`src/verilog/cycle_seq_defs.vh`:
```
// constants for the machine cycle sequencer
`ifndef CYCLE_SEQ_DEFS_VH
`define CYCLE_SEQ_DEFS_VH
`define STATES_PER_CYCLE 3'h4
`define MIN_LEN_CYCLES 3'h1
`define MAX_LEN_CYCLES 3'h5
`define XMOVE_MIN_CYCLES 4'h2
`define XMOVE_MAX_CYCLES 4'h9
`define RESET_SEEN_CYCLES 2'h2
`define RESET_HOLD_CYCLES 2'h2
`define RESET_VECTOR 16'h0000
`define SELECTOR_ADDR 8'h86
`define SELECTOR_BIT 0
`define SYNC_STAGES 3
`endif

```
`src/verilog/machine_cycle_sequencer.v`:
```
// machine cycle sequencer: state ring, instruction length, external move timing, reset sampling
// Function
// - every machine cycle lasts exactly four clock periods, one state each
// - states run C1, C2, C3, C4, then C1 again
// - both clock edges give timing events inside each state
// - one opcode fetch is issued per machine cycle, except while internal reset is held
// - half the opcodes, 128 of 256, finish in one machine cycle
// - two-byte and some one-byte opcodes take two machine cycles
// - remaining instructions take three, four or five machine cycles
// - external data move stretches from two to nine machine cycles
// - read and write strobes widen with the stretch; partner finishes inside
// - indirect form: low from working register, high from port 2; pointer form: 16 bits
// - selector bit zero picks first or second data pointer; other bits zero
// - reset pin sampled in C4; internal reset after two high samples
// - reset held two cycles after pin drops, then fetch from 0000h
`timescale 1ns/1ps
`default_nettype none
`include "cycle_seq_defs.vh"

module machine_cycle_sequencer (
    // clock and reset
    input wire clk,
    input wire reset,
    // external reset pin
    input wire reset_pin,
    // instruction from the decoder
    input wire instr_start,
    input wire [2:0] instr_cycles,
    input wire external_data_move,
    input wire move_is_write,
    input wire move_is_indirect,
    input wire [2:0] stretch,
    // address sources
    input wire [7:0] indirect_working_register,
    input wire [7:0] port2_latch,
    input wire [15:0] data_pointer_first,
    input wire [15:0] data_pointer_second,
    input wire [7:0] pointer_select,
    // state outputs
    output reg [3:0] state_onehot,
    output reg cycle_boundary,
    output reg fetch_strobe,
    output reg half_state,
    output reg instr_done,
    output reg core_reset,
    output reg [15:0] fetch_addr_reset,
    // external memory side
    output reg [15:0] ext_addr,
    output reg read_strobe_n,
    output reg write_strobe_n,
    output reg [7:0] pointer_select_read
);

    localparam [3:0] ST_C1 = 4'b0001;
    localparam [3:0] ST_C2 = 4'b0010;
    localparam [3:0] ST_C3 = 4'b0100;
    localparam [3:0] ST_C4 = 4'b1000;

    reg [3:0] state;
    reg [3:0] next_state;
    reg [2:0] pin_sync;
    reg pin_level;
    reg [1:0] high_count;
    reg [1:0] hold_count;
    reg in_reset;
    reg [3:0] cycles_left;
    reg busy;
    reg move_active;
    reg move_write;
    reg neg_phase;
    reg pos_phase;
    wire [3:0] move_len;
    wire [3:0] instr_len;
    wire last_state;
    wire end_of_instr;

    assign last_state = (state == ST_C4);
    // stretch 0..7 maps to 2..9 machine cycles
    assign move_len = `XMOVE_MIN_CYCLES + {1'b0, stretch};
    // out-of-range lengths clamp into the five classes
    assign instr_len = (instr_cycles < `MIN_LEN_CYCLES) ? {1'b0, `MIN_LEN_CYCLES} :
                       (instr_cycles > `MAX_LEN_CYCLES) ? {1'b0, `MAX_LEN_CYCLES} :
                       {1'b0, instr_cycles};
    assign end_of_instr = busy && last_state && (cycles_left == 4'h1);

    // state ring advances one step every clock
    always @* begin
        case (state)
            ST_C1: next_state = ST_C2;
            ST_C2: next_state = ST_C3;
            ST_C3: next_state = ST_C4;
            ST_C4: next_state = ST_C1;
            default: next_state = ST_C1;
        endcase
    end

    always @(posedge clk) begin
        if (reset) begin
            state <= ST_C1;
        end else begin
            state <= next_state;
        end
    end

    // falling-edge phase marker; follows the inverse of the rising-edge copy, so it needs no reset
    // of its own and never samples the reset line on the edge where that line is allowed to move
    always @(negedge clk) begin
        neg_phase <= ~pos_phase;
    end

    always @(posedge clk) begin
        if (reset) begin
            pos_phase <= 1'b0;
            half_state <= 1'b0;
        end else begin
            pos_phase <= neg_phase;
            // high when a falling edge occurred inside the past state
            half_state <= neg_phase ^ pos_phase;
        end
    end

    // pin synchroniser; only the agreed level of stages two and three is used
    always @(posedge clk) begin
        if (reset) begin
            pin_sync <= 3'h0;
            pin_level <= 1'b0;
        end else begin
            pin_sync <= {pin_sync[1:0], reset_pin};
            if (pin_sync[1] == pin_sync[2]) begin
                pin_level <= pin_sync[2];
            end
        end
    end

    // pin sampled once per machine cycle in C4, entry and exit filtered by counts
    always @(posedge clk) begin
        if (reset) begin
            high_count <= 2'h0;
            hold_count <= 2'h0;
            in_reset <= 1'b0;
        end else if (last_state) begin
            if (pin_level) begin
                hold_count <= 2'h0;
                if (high_count != `RESET_SEEN_CYCLES) begin
                    high_count <= high_count + 2'h1;
                end
                if (high_count + 2'h1 >= `RESET_SEEN_CYCLES) begin
                    in_reset <= 1'b1;
                end
            end else begin
                high_count <= 2'h0;
                if (in_reset) begin
                    // hold on after release before fetching resumes
                    if (hold_count + 2'h1 >= `RESET_HOLD_CYCLES) begin
                        in_reset <= 1'b0;
                        hold_count <= 2'h0;
                    end else begin
                        hold_count <= hold_count + 2'h1;
                    end
                end
            end
        end
    end

    // instruction length tracking; a new instruction is taken only at a cycle boundary
    always @(posedge clk) begin
        if (reset || in_reset) begin
            busy <= 1'b0;
            cycles_left <= 4'h0;
            move_active <= 1'b0;
            move_write <= 1'b0;
            ext_addr <= 16'h0000;
        end else if (last_state && (!busy || end_of_instr)) begin
            busy <= instr_start;
            move_active <= instr_start && external_data_move;
            move_write <= move_is_write;
            if (external_data_move) begin
                cycles_left <= move_len;
            end else begin
                cycles_left <= instr_len;
            end
            if (move_is_indirect) begin
                ext_addr <= {port2_latch, indirect_working_register};
            end else if (pointer_select[`SELECTOR_BIT]) begin
                ext_addr <= data_pointer_second;
            end else begin
                ext_addr <= data_pointer_first;
            end
        end else if (busy && last_state) begin
            cycles_left <= cycles_left - 4'h1;
        end
    end

    // registered outputs; strobes span every cycle of the move except the last
    always @(posedge clk) begin
        if (reset) begin
            state_onehot <= ST_C1;
            cycle_boundary <= 1'b0;
            fetch_strobe <= 1'b0;
            instr_done <= 1'b0;
            core_reset <= 1'b1;
            fetch_addr_reset <= `RESET_VECTOR;
            read_strobe_n <= 1'b1;
            write_strobe_n <= 1'b1;
            pointer_select_read <= 8'h00;
        end else begin
            state_onehot <= next_state;
            cycle_boundary <= (next_state == ST_C1);
            fetch_strobe <= (next_state == ST_C1) && !in_reset;
            instr_done <= end_of_instr;
            core_reset <= in_reset;
            fetch_addr_reset <= `RESET_VECTOR;
            // strobe widened with the stretch; the partner must finish before it ends
            read_strobe_n <= ~(move_active && busy && !move_write && cycles_left != move_len_hold(cycles_left));
            write_strobe_n <= ~(move_active && busy && move_write && cycles_left != move_len_hold(cycles_left));
            pointer_select_read <= {7'h00, pointer_select[`SELECTOR_BIT]};
        end
    end

    // strobe covers all cycles except the last one, which returns the bus
    function [3:0] move_len_hold;
        input [3:0] left;
        begin
            move_len_hold = (left <= 4'h1) ? left : 4'hF;
        end
    endfunction

endmodule // machine_cycle_sequencer
`default_nettype wire

```
`config.mk`:
```
export PLATFORM = sky130hd
export DESIGN_NAME = machine_cycle_sequencer
export DESIGN_NICKNAME = d
export VERILOG_FILES = /design/src/verilog/machine_cycle_sequencer.v
export VERILOG_INCLUDE_DIRS = /design/src /design/src/verilog
export SDC_FILE = /design/constraint.sdc
export NUM_CORES = 1
export LEC_CHECK = 0
export ABC_AREA = 1
export ABC_CLOCK_PERIOD_IN_PS = 1770
export BUFFER_PORTS_ARGS = -buffer_cell sky130_fd_sc_hd__buf_2
export CAP_MARGIN = 10
export CORE_MARGIN = 3
export CORE_UTILIZATION = 30
export CTS_CLUSTER_DIAMETER = 100
export CTS_CLUSTER_SIZE = 14
export DETAILED_ROUTE_END_ITERATION = 12
export GPL_TIMING_DRIVEN = 0
export PLACE_DENSITY_LB_ADDON = 0.12
export SYNTH_ARGS = -nofsm -noshare
export SYNTH_HDL_FRONTEND = slang
export SYNTH_SLANG_ARGS = --single-unit
```
`constraint.sdc`:
```
create_clock -name clk -period 1.77 [get_ports clk]
set_input_delay 0.354 -clock clk [delete_from_list [all_inputs] [get_ports clk]]
set_output_delay 0.354 -clock clk [all_outputs]
set_load 0.01 [all_outputs]
```
==> flow_results.org, run 1 <==
** Layout
- Leading cell type in the layout, fill and taps excluded :: sky130_fd_sc_hd__buf_2
- Commonest cells after routing, fill and taps aside :: 92 x sky130_fd_sc_hd__buf_2, 80 x sky130_fd_sc_hd__nor2_1, 47 x sky130_fd_sc_hd__nand2_1, 46 x sky130_fd_sc_hd__dfxtp_1, 28 x sky130_fd_sc_hd__inv_1
- Final standard cell count with taps included and fillers excluded :: between 500 and 600
- Relative to the synthesized area, the layout overhead comes to 30.4%.
- Proportion of layout cells with a drive suffix above 1 :: a little under a third
- After the last flow step, the layout net total stands at 523.
- The repair_antennas step left the layout with diodes totalling 0.
- Fillers :: slightly above 800
- Layout Cell Area excl Fill :: 3110 sq um
- Cells fill 41.5% of the core in the end.

** Drt
- The pre-antenna-repair detailed-routing pass consisted of 4 iterations.
- DRT antenna net count :: 0
- Vias after detailed routing :: 2253
- Residual DRC :: 0
- Dividing the detail-routed via count by the number of cells gives 4.10.
- Final wirelength :: approximately 5600 um
- In the final routed layout, each cell accounts on average for between 10 and 15 um.
- After the first detailed-routing iteration, the DRC count stood at 46.

** Pwr
- Maximum vdd ir drop :: between 0.2 and 0.3 mV
- Areal power density over the cells :: roughly 650 nW/um^2
- The analysis attributes to cell leakage a power of about 1.6 nW.
- The completed layout was analyzed and its total power is 2.03 mW.

** CTS
- After clock tree synthesis, the clock-pin slew on the worst setup and hold paths is approximately 0.08 ns.
- CTS tree :: built
- CTS built an H-tree with a depth of 2.
- Post-CTS repair changed the size of 0 cells.
- At the later pin of the worst-skew pair, clock insertion delay measures between 0.3 and 0.4 ns.
- For this design, the CTS-stage hold fixing added 0 buffers.
- Worst-case clock buffer depth :: 2
- Clock root buffer :: sky130_fd_sc_hd__clkbuf_8
- Total CTS buffers :: 5
- Total setup buffers inserted after CTS :: 0
- CTS sink cnt :: 46

** Critical path
- Critical Path End Type :: flip-flop
- The setup check on the worst reg-to-reg path leaves a slack of about 0.22 ns.
- The worst register-to-register path has a depth of 2.
- Largest delay contributor family on the critical path :: flip-flops
- Worst flop-to-flop path endpoint :: half_state$_SDFF_PP0_
- The slowest stage of the critical path is the sky130_fd_sc_hd__dfxtp_1 cell.
- Cell Chain, Critical Path :: o21ai_0 > a21oi_1
- Data arrival time at the worst-slack endpoint :: 1.74 ns
- Data on the critical path is required at its endpoint by 1.97 ns.
- The critical path crosses 2 cells after its start point.
- STA classifies the critical path startpoint as a flip-flop.
- Along the worst path, the maximum fanout reaches 3.
- Worst path max stage delay :: 0.31 ns
- In this run the critical register-to-register path is launched from neg_phase$_DFF_N_.
- Worst path bufs/invs :: 0
- The worst setup path is of the flip-flop to flip-flop kind.

** STA
- Crit path setup slack, layout :: ~0.22 ns
- The number of max-slew violations in the final report is 0.
- Final count of negative-setup-slack endpoints :: 0
- Setup repair after global routing left no endpoint under its margin.
- Setup total negative slack on the finished layout was measured at 0 ns.
- Clock skew on the completed layout was measured at about 0.053 ns.
- The final hold violation count came to 0.
- Worst Hold Slack :: between 0.2 and 0.3 ns

** Run status
- The run finished with clean final reports.

** Synthesis
- After synthesis the netlist holds a flip-flop and latch count of 46.
- Summing every instance area after synthesis gives roughly 2400 sq um.
- Number of standard cells after synthesis :: 333
- XOR/XNOR Fraction of Synth Area :: less than 1%
- Simple logic cell fraction of the synthesized area :: 27.2%
- After synthesis, the largest family of logic cells by area is simple AND/OR/NAND/NOR gates.
- Dividing the synthesized area by the synthesized cell count gives roughly 7 sq um.
- Sequential area share after synthesis :: about 39%
- Area share of fa/ha/maj cells after synthesis :: under 10%
- The Yosys step of the flow raised 0 warnings.
- Summing the areas of all compound-gate instances in the mapped netlist gives around 15% of the synthesized area.
- In this run, distinct cell masters in the synthesized netlist total 32.
- Portion of netlist area occupied by mux cells :: 0%

** Floorplanning
- Number of rows created at floorplan :: 31
- For this design the top-level I/O count stands at 120.
- Once the floorplan was initialized, standard cells occupied 31.8% of the core.
- Die outline area :: around 9000 sq um
- The total area inside the core boundary comes to 7490 sq um.
- Die boundary width :: 95.1 um
- Height of the die :: around 95 um

** Placed design
- Hpwl dp :: around 4600 um
- Number of input and output port buffers inserted :: between 80 and 90
- Final weighted congestion in routability-driven placement :: roughly 0.76
- At the placement stage, the worst setup path has a slack of between 0.2 and 0.3 ns.
- Including well taps, the total number of placed cells is between 500 and 600.
- Summing all placed instances gives a cell area of ~3000 sq um.

** GRT
- After global routing the overflow that remains totals 0.
- Pin count of the biggest net entering global routing :: 15
- The number of antenna violations at the first check in global routing is 0.
- The first global-routing pass estimated ~9400 um of wire.
- The via count of the first global-routing pass came to between 2000 and 2500.
- Global routing used a little over an eighth of the available tracks across all layers.

** Worst hold path
- Hold path start :: reset_pin
- Hold worst-path end :: pin_sync[0]$_SDFF_PP0_
- Min-Delay Path Class :: input pin to flip-flop
- Counting instances, the worst hold path has a depth of 3.

** Job
- Reported max-cap violation count :: 0
registers in the layout, summed over array words and instances, names as in the netlist, 2 cells and up:
register / cells
hold_count: 2
high_count: 2
cycles_left: 4
state_onehot: 4
ext_addr: 16
pin_sync: 3
synthesized netlist by cell type:
library cell / count / area (sq um)
sky130_fd_sc_hd__buf_4: 25 / 188
sky130_fd_sc_hd__nand2_2: 1 / 6.26
sky130_fd_sc_hd__nand2_8: 1 / 20.0
sky130_fd_sc_hd__nor3_1: 3 / 15.0
sky130_fd_sc_hd__nor2_4: 2 / 22.5
sky130_fd_sc_hd__nand2_4: 2 / 22.5
sky130_fd_sc_hd__nor2_1: 80 / 300
sky130_fd_sc_hd__buf_1: 1 / 3.75
sky130_fd_sc_hd__inv_1: 27 / 101
sky130_fd_sc_hd__nand3_2: 1 / 10.0
sky130_fd_sc_hd__buf_6: 1 / 11.3
sky130_fd_sc_hd__nor4_1: 1 / 6.26
sky130_fd_sc_hd__o211ai_1: 3 / 22.5
sky130_fd_sc_hd__clkbuf_1: 4 / 15.0
sky130_fd_sc_hd__nand2_1: 47 / 176
sky130_fd_sc_hd__conb_1: 1 / 3.75
sky130_fd_sc_hd__ha_1: 5 / 62.6
sky130_fd_sc_hd__inv_2: 3 / 11.3
sky130_fd_sc_hd__nand4_1: 3 / 18.8
sky130_fd_sc_hd__a21oi_1: 14 / 70.1
sky130_fd_sc_hd__buf_8: 1 / 15.0
sky130_fd_sc_hd__inv_6: 1 / 8.76
sky130_fd_sc_hd__dfxtp_1: 46 / 921
sky130_fd_sc_hd__a21oi_2: 1 / 8.76
sky130_fd_sc_hd__a211oi_1: 1 / 7.51
sky130_fd_sc_hd__nand3_1: 9 / 45.0
sky130_fd_sc_hd__xor2_1: 1 / 8.76
sky130_fd_sc_hd__nor2_2: 1 / 6.26
sky130_fd_sc_hd__o21ai_0: 15 / 75.1
sky130_fd_sc_hd__buf_2: 5 / 25.0
sky130_fd_sc_hd__o31ai_1: 16 / 120
sky130_fd_sc_hd__o21ai_1: 11 / 55.1
how the worst max path moves through the flow:
stage | from | endpoint | slack (ns)
6_report | neg_phase$_DFF_N_ | half_state$_SDFF_PP0_ | 0.22
4_1_cts | neg_phase$_DFF_N_ | half_state$_SDFF_PP0_ | 0.23
5_1_grt | neg_phase$_DFF_N_ | half_state$_SDFF_PP0_ | 0.17
3_3_place_gp | neg_phase$_DFF_N_ | half_state$_SDFF_PP0_ | 0.28
2_1_floorplan | neg_phase$_DFF_N_ | half_state$_SDFF_PP0_ | 0.30
3_5_place_dp | neg_phase$_DFF_N_ | half_state$_SDFF_PP0_ | 0.27
where the power goes:
group | leakage (nW) | switching (mW) | internal (mW)
Sequential | 0.374 | 0.0158 | 1.06
Clock | 0.0522 | 0.357 | 0.278
Combinational | 1.14 | 0.171 | 0.148
Total | 1.57 | 0.544 | 1.49
routing by layer:
metal | GRT usage (%) | part of all wire, % | vias up
li1 | - | - | 1252
met3 | 4.34 | 9.0 | 5
met2 | 20.8 | 45 | 76
met1 | 16.7 | 45 | 920
met5 | 0 | 0 | -
met4 | 4.33 | 1.5 | 0
tightest hold or removal path: stages:
cell                     delay (ns)
sky130_fd_sc_hd__buf_2         0.08
sky130_fd_sc_hd__inv_1         0.03
sky130_fd_sc_hd__nor2_1        0.06
logic make-up after synthesis:
kind of cell               count (synthesis)
adders and majority gates                  5
other                                      1
buffers and inverters                     68
AOI/OAI and AO/OA                         61
and+or+nand+nor                          151
DFF                                       46
xor gates and xnor gates                   1
area by class of cell:
class	count	area (sq um)	share of cell area, %
clock buffer	6	72.6	2.33
clock inverter	3	13.8	0.443
timing repair buffer	87	435	14.0
multi-input combinational	241	1170	37.5
inverter	30	118	3.78
buffer	37	258	8.29
sequential	46	921	29.6
tap	99	124	3.99
Power figures use the tool's default switching activity.
==> run 2, diff against run 1 <==
--- a/config.mk
+++ b/config.mk
@@ -16,7 +16,7 @@
 export CTS_CLUSTER_SIZE = 14
 export DETAILED_ROUTE_END_ITERATION = 12
 export GPL_TIMING_DRIVEN = 0
-export PLACE_DENSITY_LB_ADDON = 0.12
+export MAX_ROUTING_LAYER = met4
 export SYNTH_ARGS = -nofsm -noshare
 export SYNTH_HDL_FRONTEND = slang
 export SYNTH_SLANG_ARGS = --single-unit
==> run 2 against run 1 <==
  * Die area stayed put
  * Flip-flop and latch count stayed put
  * Critical endpoint unchanged
  * Clock skew is 0.0025 ns higher
  * Count of clock-buffer cells in the layout is 1 lower
  * Sequential share of layout area hardly changed
  * Critical path depth stayed put
  * Via count is 1.6% higher
  * Clock power is 3.1% lower
  * First-iteration DRC count is 13% lower
  * Cell count is 0.18% lower
  * Register-to-register slack hardly changed
==> flow_results.org, run 2 (synthesis gave the netlist of run 1 again) <==
** Run status
- The run finished with clean final reports.

** Critical path
- Of all nets on the critical path, the largest fanout is 3.
- Worst setup path start :: neg_phase$_DFF_N_
- Worst path slowest cell :: sky130_fd_sc_hd__dfxtp_1
- STA puts the critical path data required time at between 1.5 and 2 ns.
- Cell Chain, Critical Path :: o21ai_0 > a21oi_1
- The critical path is of the flip-flop to flip-flop type.
- Critical Path End Type :: flip-flop
- Worst path max stage delay :: between 0.3 and 0.4 ns
- Worst path bufs/invs :: 0
- At the worst endpoint, the arrival time is approximately 1.7 ns.
- Launch point of the worst reg-to-reg path :: neg_phase$_DFF_N_
- Largest delay contributor family on the critical path :: flip-flops
- Critical path startpoint category :: flip-flop

** Layout
- The register with the most flip-flops in the layout has 16 of them.
- Leaving out fill and tap cells, the most frequent cells in the layout are 92 x sky130_fd_sc_hd__buf_2, 80 x sky130_fd_sc_hd__nor2_1, 47 x sky130_fd_sc_hd__nand2_1, 46 x sky130_fd_sc_hd__dfxtp_1, 27 x sky130_fd_sc_hd__inv_1.
- Fillers :: roughly 810
- Leaving out fill and tap cells, the most frequent cell in the layout is sky130_fd_sc_hd__buf_2.
- Multi-input combinational cell area :: 1170 sq um
- Reg area :: between 900 and 1000 sq um
- Layout Cell Area excl Fill :: between 3000 and 4000 sq um
- Ant. Diodes :: 0
- Number of nets in the finished design :: 523
- Largest registers :: ext_addr: 16 flops, cycles_left: 4 flops, state_onehot: 4 flops
- The area growth from synthesis to layout is 30.2%.
- The post-route netlist has between 30% and 40% of its cells at a drive strength greater than 1.
- Layout Utilization :: between 40% and 50%
- The register with the most flip-flops in the final layout is ext_addr.

** Placed design
- At the end of routability-driven placement, the weighted congestion stood at roughly 0.8.
- Hpwl dp :: 4610 um
- Number of input and output port buffers inserted :: between 80 and 90
- OpenSTA, run right after detailed placement, puts the worst setup slack at 0.275 ns.
- In this run the cell area measured after placement is slightly above 3000 sq um.

** Floorplanning
- In this run the standard cell core region covers 7490 sq um.
- Number of rows created at floorplan :: 31
- In this run the horizontal extent of the chip is between 90 and 100 um.
- The die covers 9050 sq um.
- For this configuration, the core starts out at a cell density of 31.8%.
- The die is 95.1 um tall.
- Pin placement for this block handled 120 I/O pins.

** GRT
- Entering global routing, the biggest net connects 14 pins.
- After global routing the overflow that remains totals 0.
- The number of antenna violations at the first check in global routing was 0.
- Vias in the first global route :: between 2000 and 2500
- Global routing consumed, over all layers together, a little over an eighth of the routing resources.
- Global-route wire length before repair :: ~9500 um

** Drt
- Number of vias per cell after detailed routing :: between 4 and 5
- Routed length per placed instance :: 10.3 um
- After detailed routing, the number of remaining DRC violations is 0.
- DRT antenna net count :: 0
- The first TritonRoute pass finished after 4 iterations.
- After the first detailed-routing iteration, the DRC count stood at 40.
- The routed layout has between 2000 and 2500 vias.
- Final wirelength :: 5660 um

** STA
- For the final routed database, the setup TNS stands at 0 ns.
- The number of max-slew violations in the final report came to 0.
- Final count of negative-setup-slack endpoints :: 0
- Setup repair after global routing missed its margin :: no
- Crit path setup slack, layout :: roughly 0.23 ns
- Count of final hold-check violations :: 0
- Across the routed clock network, the largest skew measured is 0.0551 ns.

** CTS
- The tree is rooted in a sky130_fd_sc_hd__clkbuf_8.
- Post-CTS repair changed the size of 0 cells.
- Once the clock tree was built, the setup fixing pass inserted 0 buffers.
- The number of clock buffers added by TritonCTS is 5.
- H-tree level count :: 2
- In this run the deepest clock path goes through 2 buffers.
- Number of hold buffers added after cts :: 0
- Clock-pin slew was measured on the worst setup and hold paths at 0.09 ns.
- Clock latency at the later pin of the worst-skew pair :: around 0.34 ns
- CTS sink cnt :: 46
- CTS tree :: built

** Job
- Max-cap violations in this run came to 0.

** Worst hold path
- The worst hold path begins at reset_pin.
- Min-Delay Path Class :: input pin to flip-flop

** Pwr
- Areal power density over the cells :: 648 nW/um^2
- VDD sags by at most between 0.2 and 0.3 mV.
- Power comes to 2.01 mW.
- Summed over all cells, the static leakage comes to between 1.5 and 2 nW.
-- run 2: cell types whose count changed in the layout (fill, tap and decap cells not counted) --
cell                         previous run  this run
sky130_fd_sc_hd__clkbuf_1               5         4
sky130_fd_sc_hd__clkinv_2               0         1
sky130_fd_sc_hd__clkinvlp_2             0         1
sky130_fd_sc_hd__inv_1                 28        27
sky130_fd_sc_hd__inv_4                  1         0
-- run 2: layout make-up --
| cell class | count | area share [%] |
|---|---|---|
| flip-flops and latches | 46 | 29.7 |
| repair buffers | 87 | 14.0 |
| well taps | 99 | 3.99 |
| clock buffers | 5 | 2.22 |
| multi-input cells | 241 | 37.6 |
| clock inverters | 3 | 0.443 |
| plain buffers | 37 | 8.30 |
| inverters | 30 | 3.79 |
-- run 2: layer usage --
metal | track usage (%) | vias up | routed length (um)
met5 | - | - | 0
met4 | 2.16 | 0 | 42
met3 | 3.08 | 6 | 415
met2 | 22.4 | 73 | 2630
met1 | 16.4 | 959 | 2570
li1 | - | 1250 | -
-- run 2: tightest hold or removal path: stages --
cell and delay, ns:
sky130_fd_sc_hd__buf_2 0.09, sky130_fd_sc_hd__inv_1 0.05, sky130_fd_sc_hd__nor2_1 0.03
-- run 2: worst paths after layout --
path	slack [ns]	endpoint	depth (start not counted)
max reg2reg	0.23	half_state$_SDFF_PP0_	2
min reg2reg	0.41	pin_sync[1]$_SDFF_PP0_	2
max	0.23	half_state$_SDFF_PP0_	2
min	0.27	pin_sync[0]$_SDFF_PP0_	3
-- run 2: per-stage QoR --
stage / instances / hold slack (ns)
global route: 548 / 0.273
detailed placement: 541 / 0.404
global placement: 541 / 0.399
finish: 548 / 0.269
floorplan: 355 / 0.388
CTS: 548 / 0.266
-- run 2: report_power, final --
group	internal [mW]	total, mW	switching, mW
logic	0.149	0.320	0.172
registers	1.06	1.08	0.0151
clock network	0.267	0.615	0.347
total	1.48	2.01	0.534
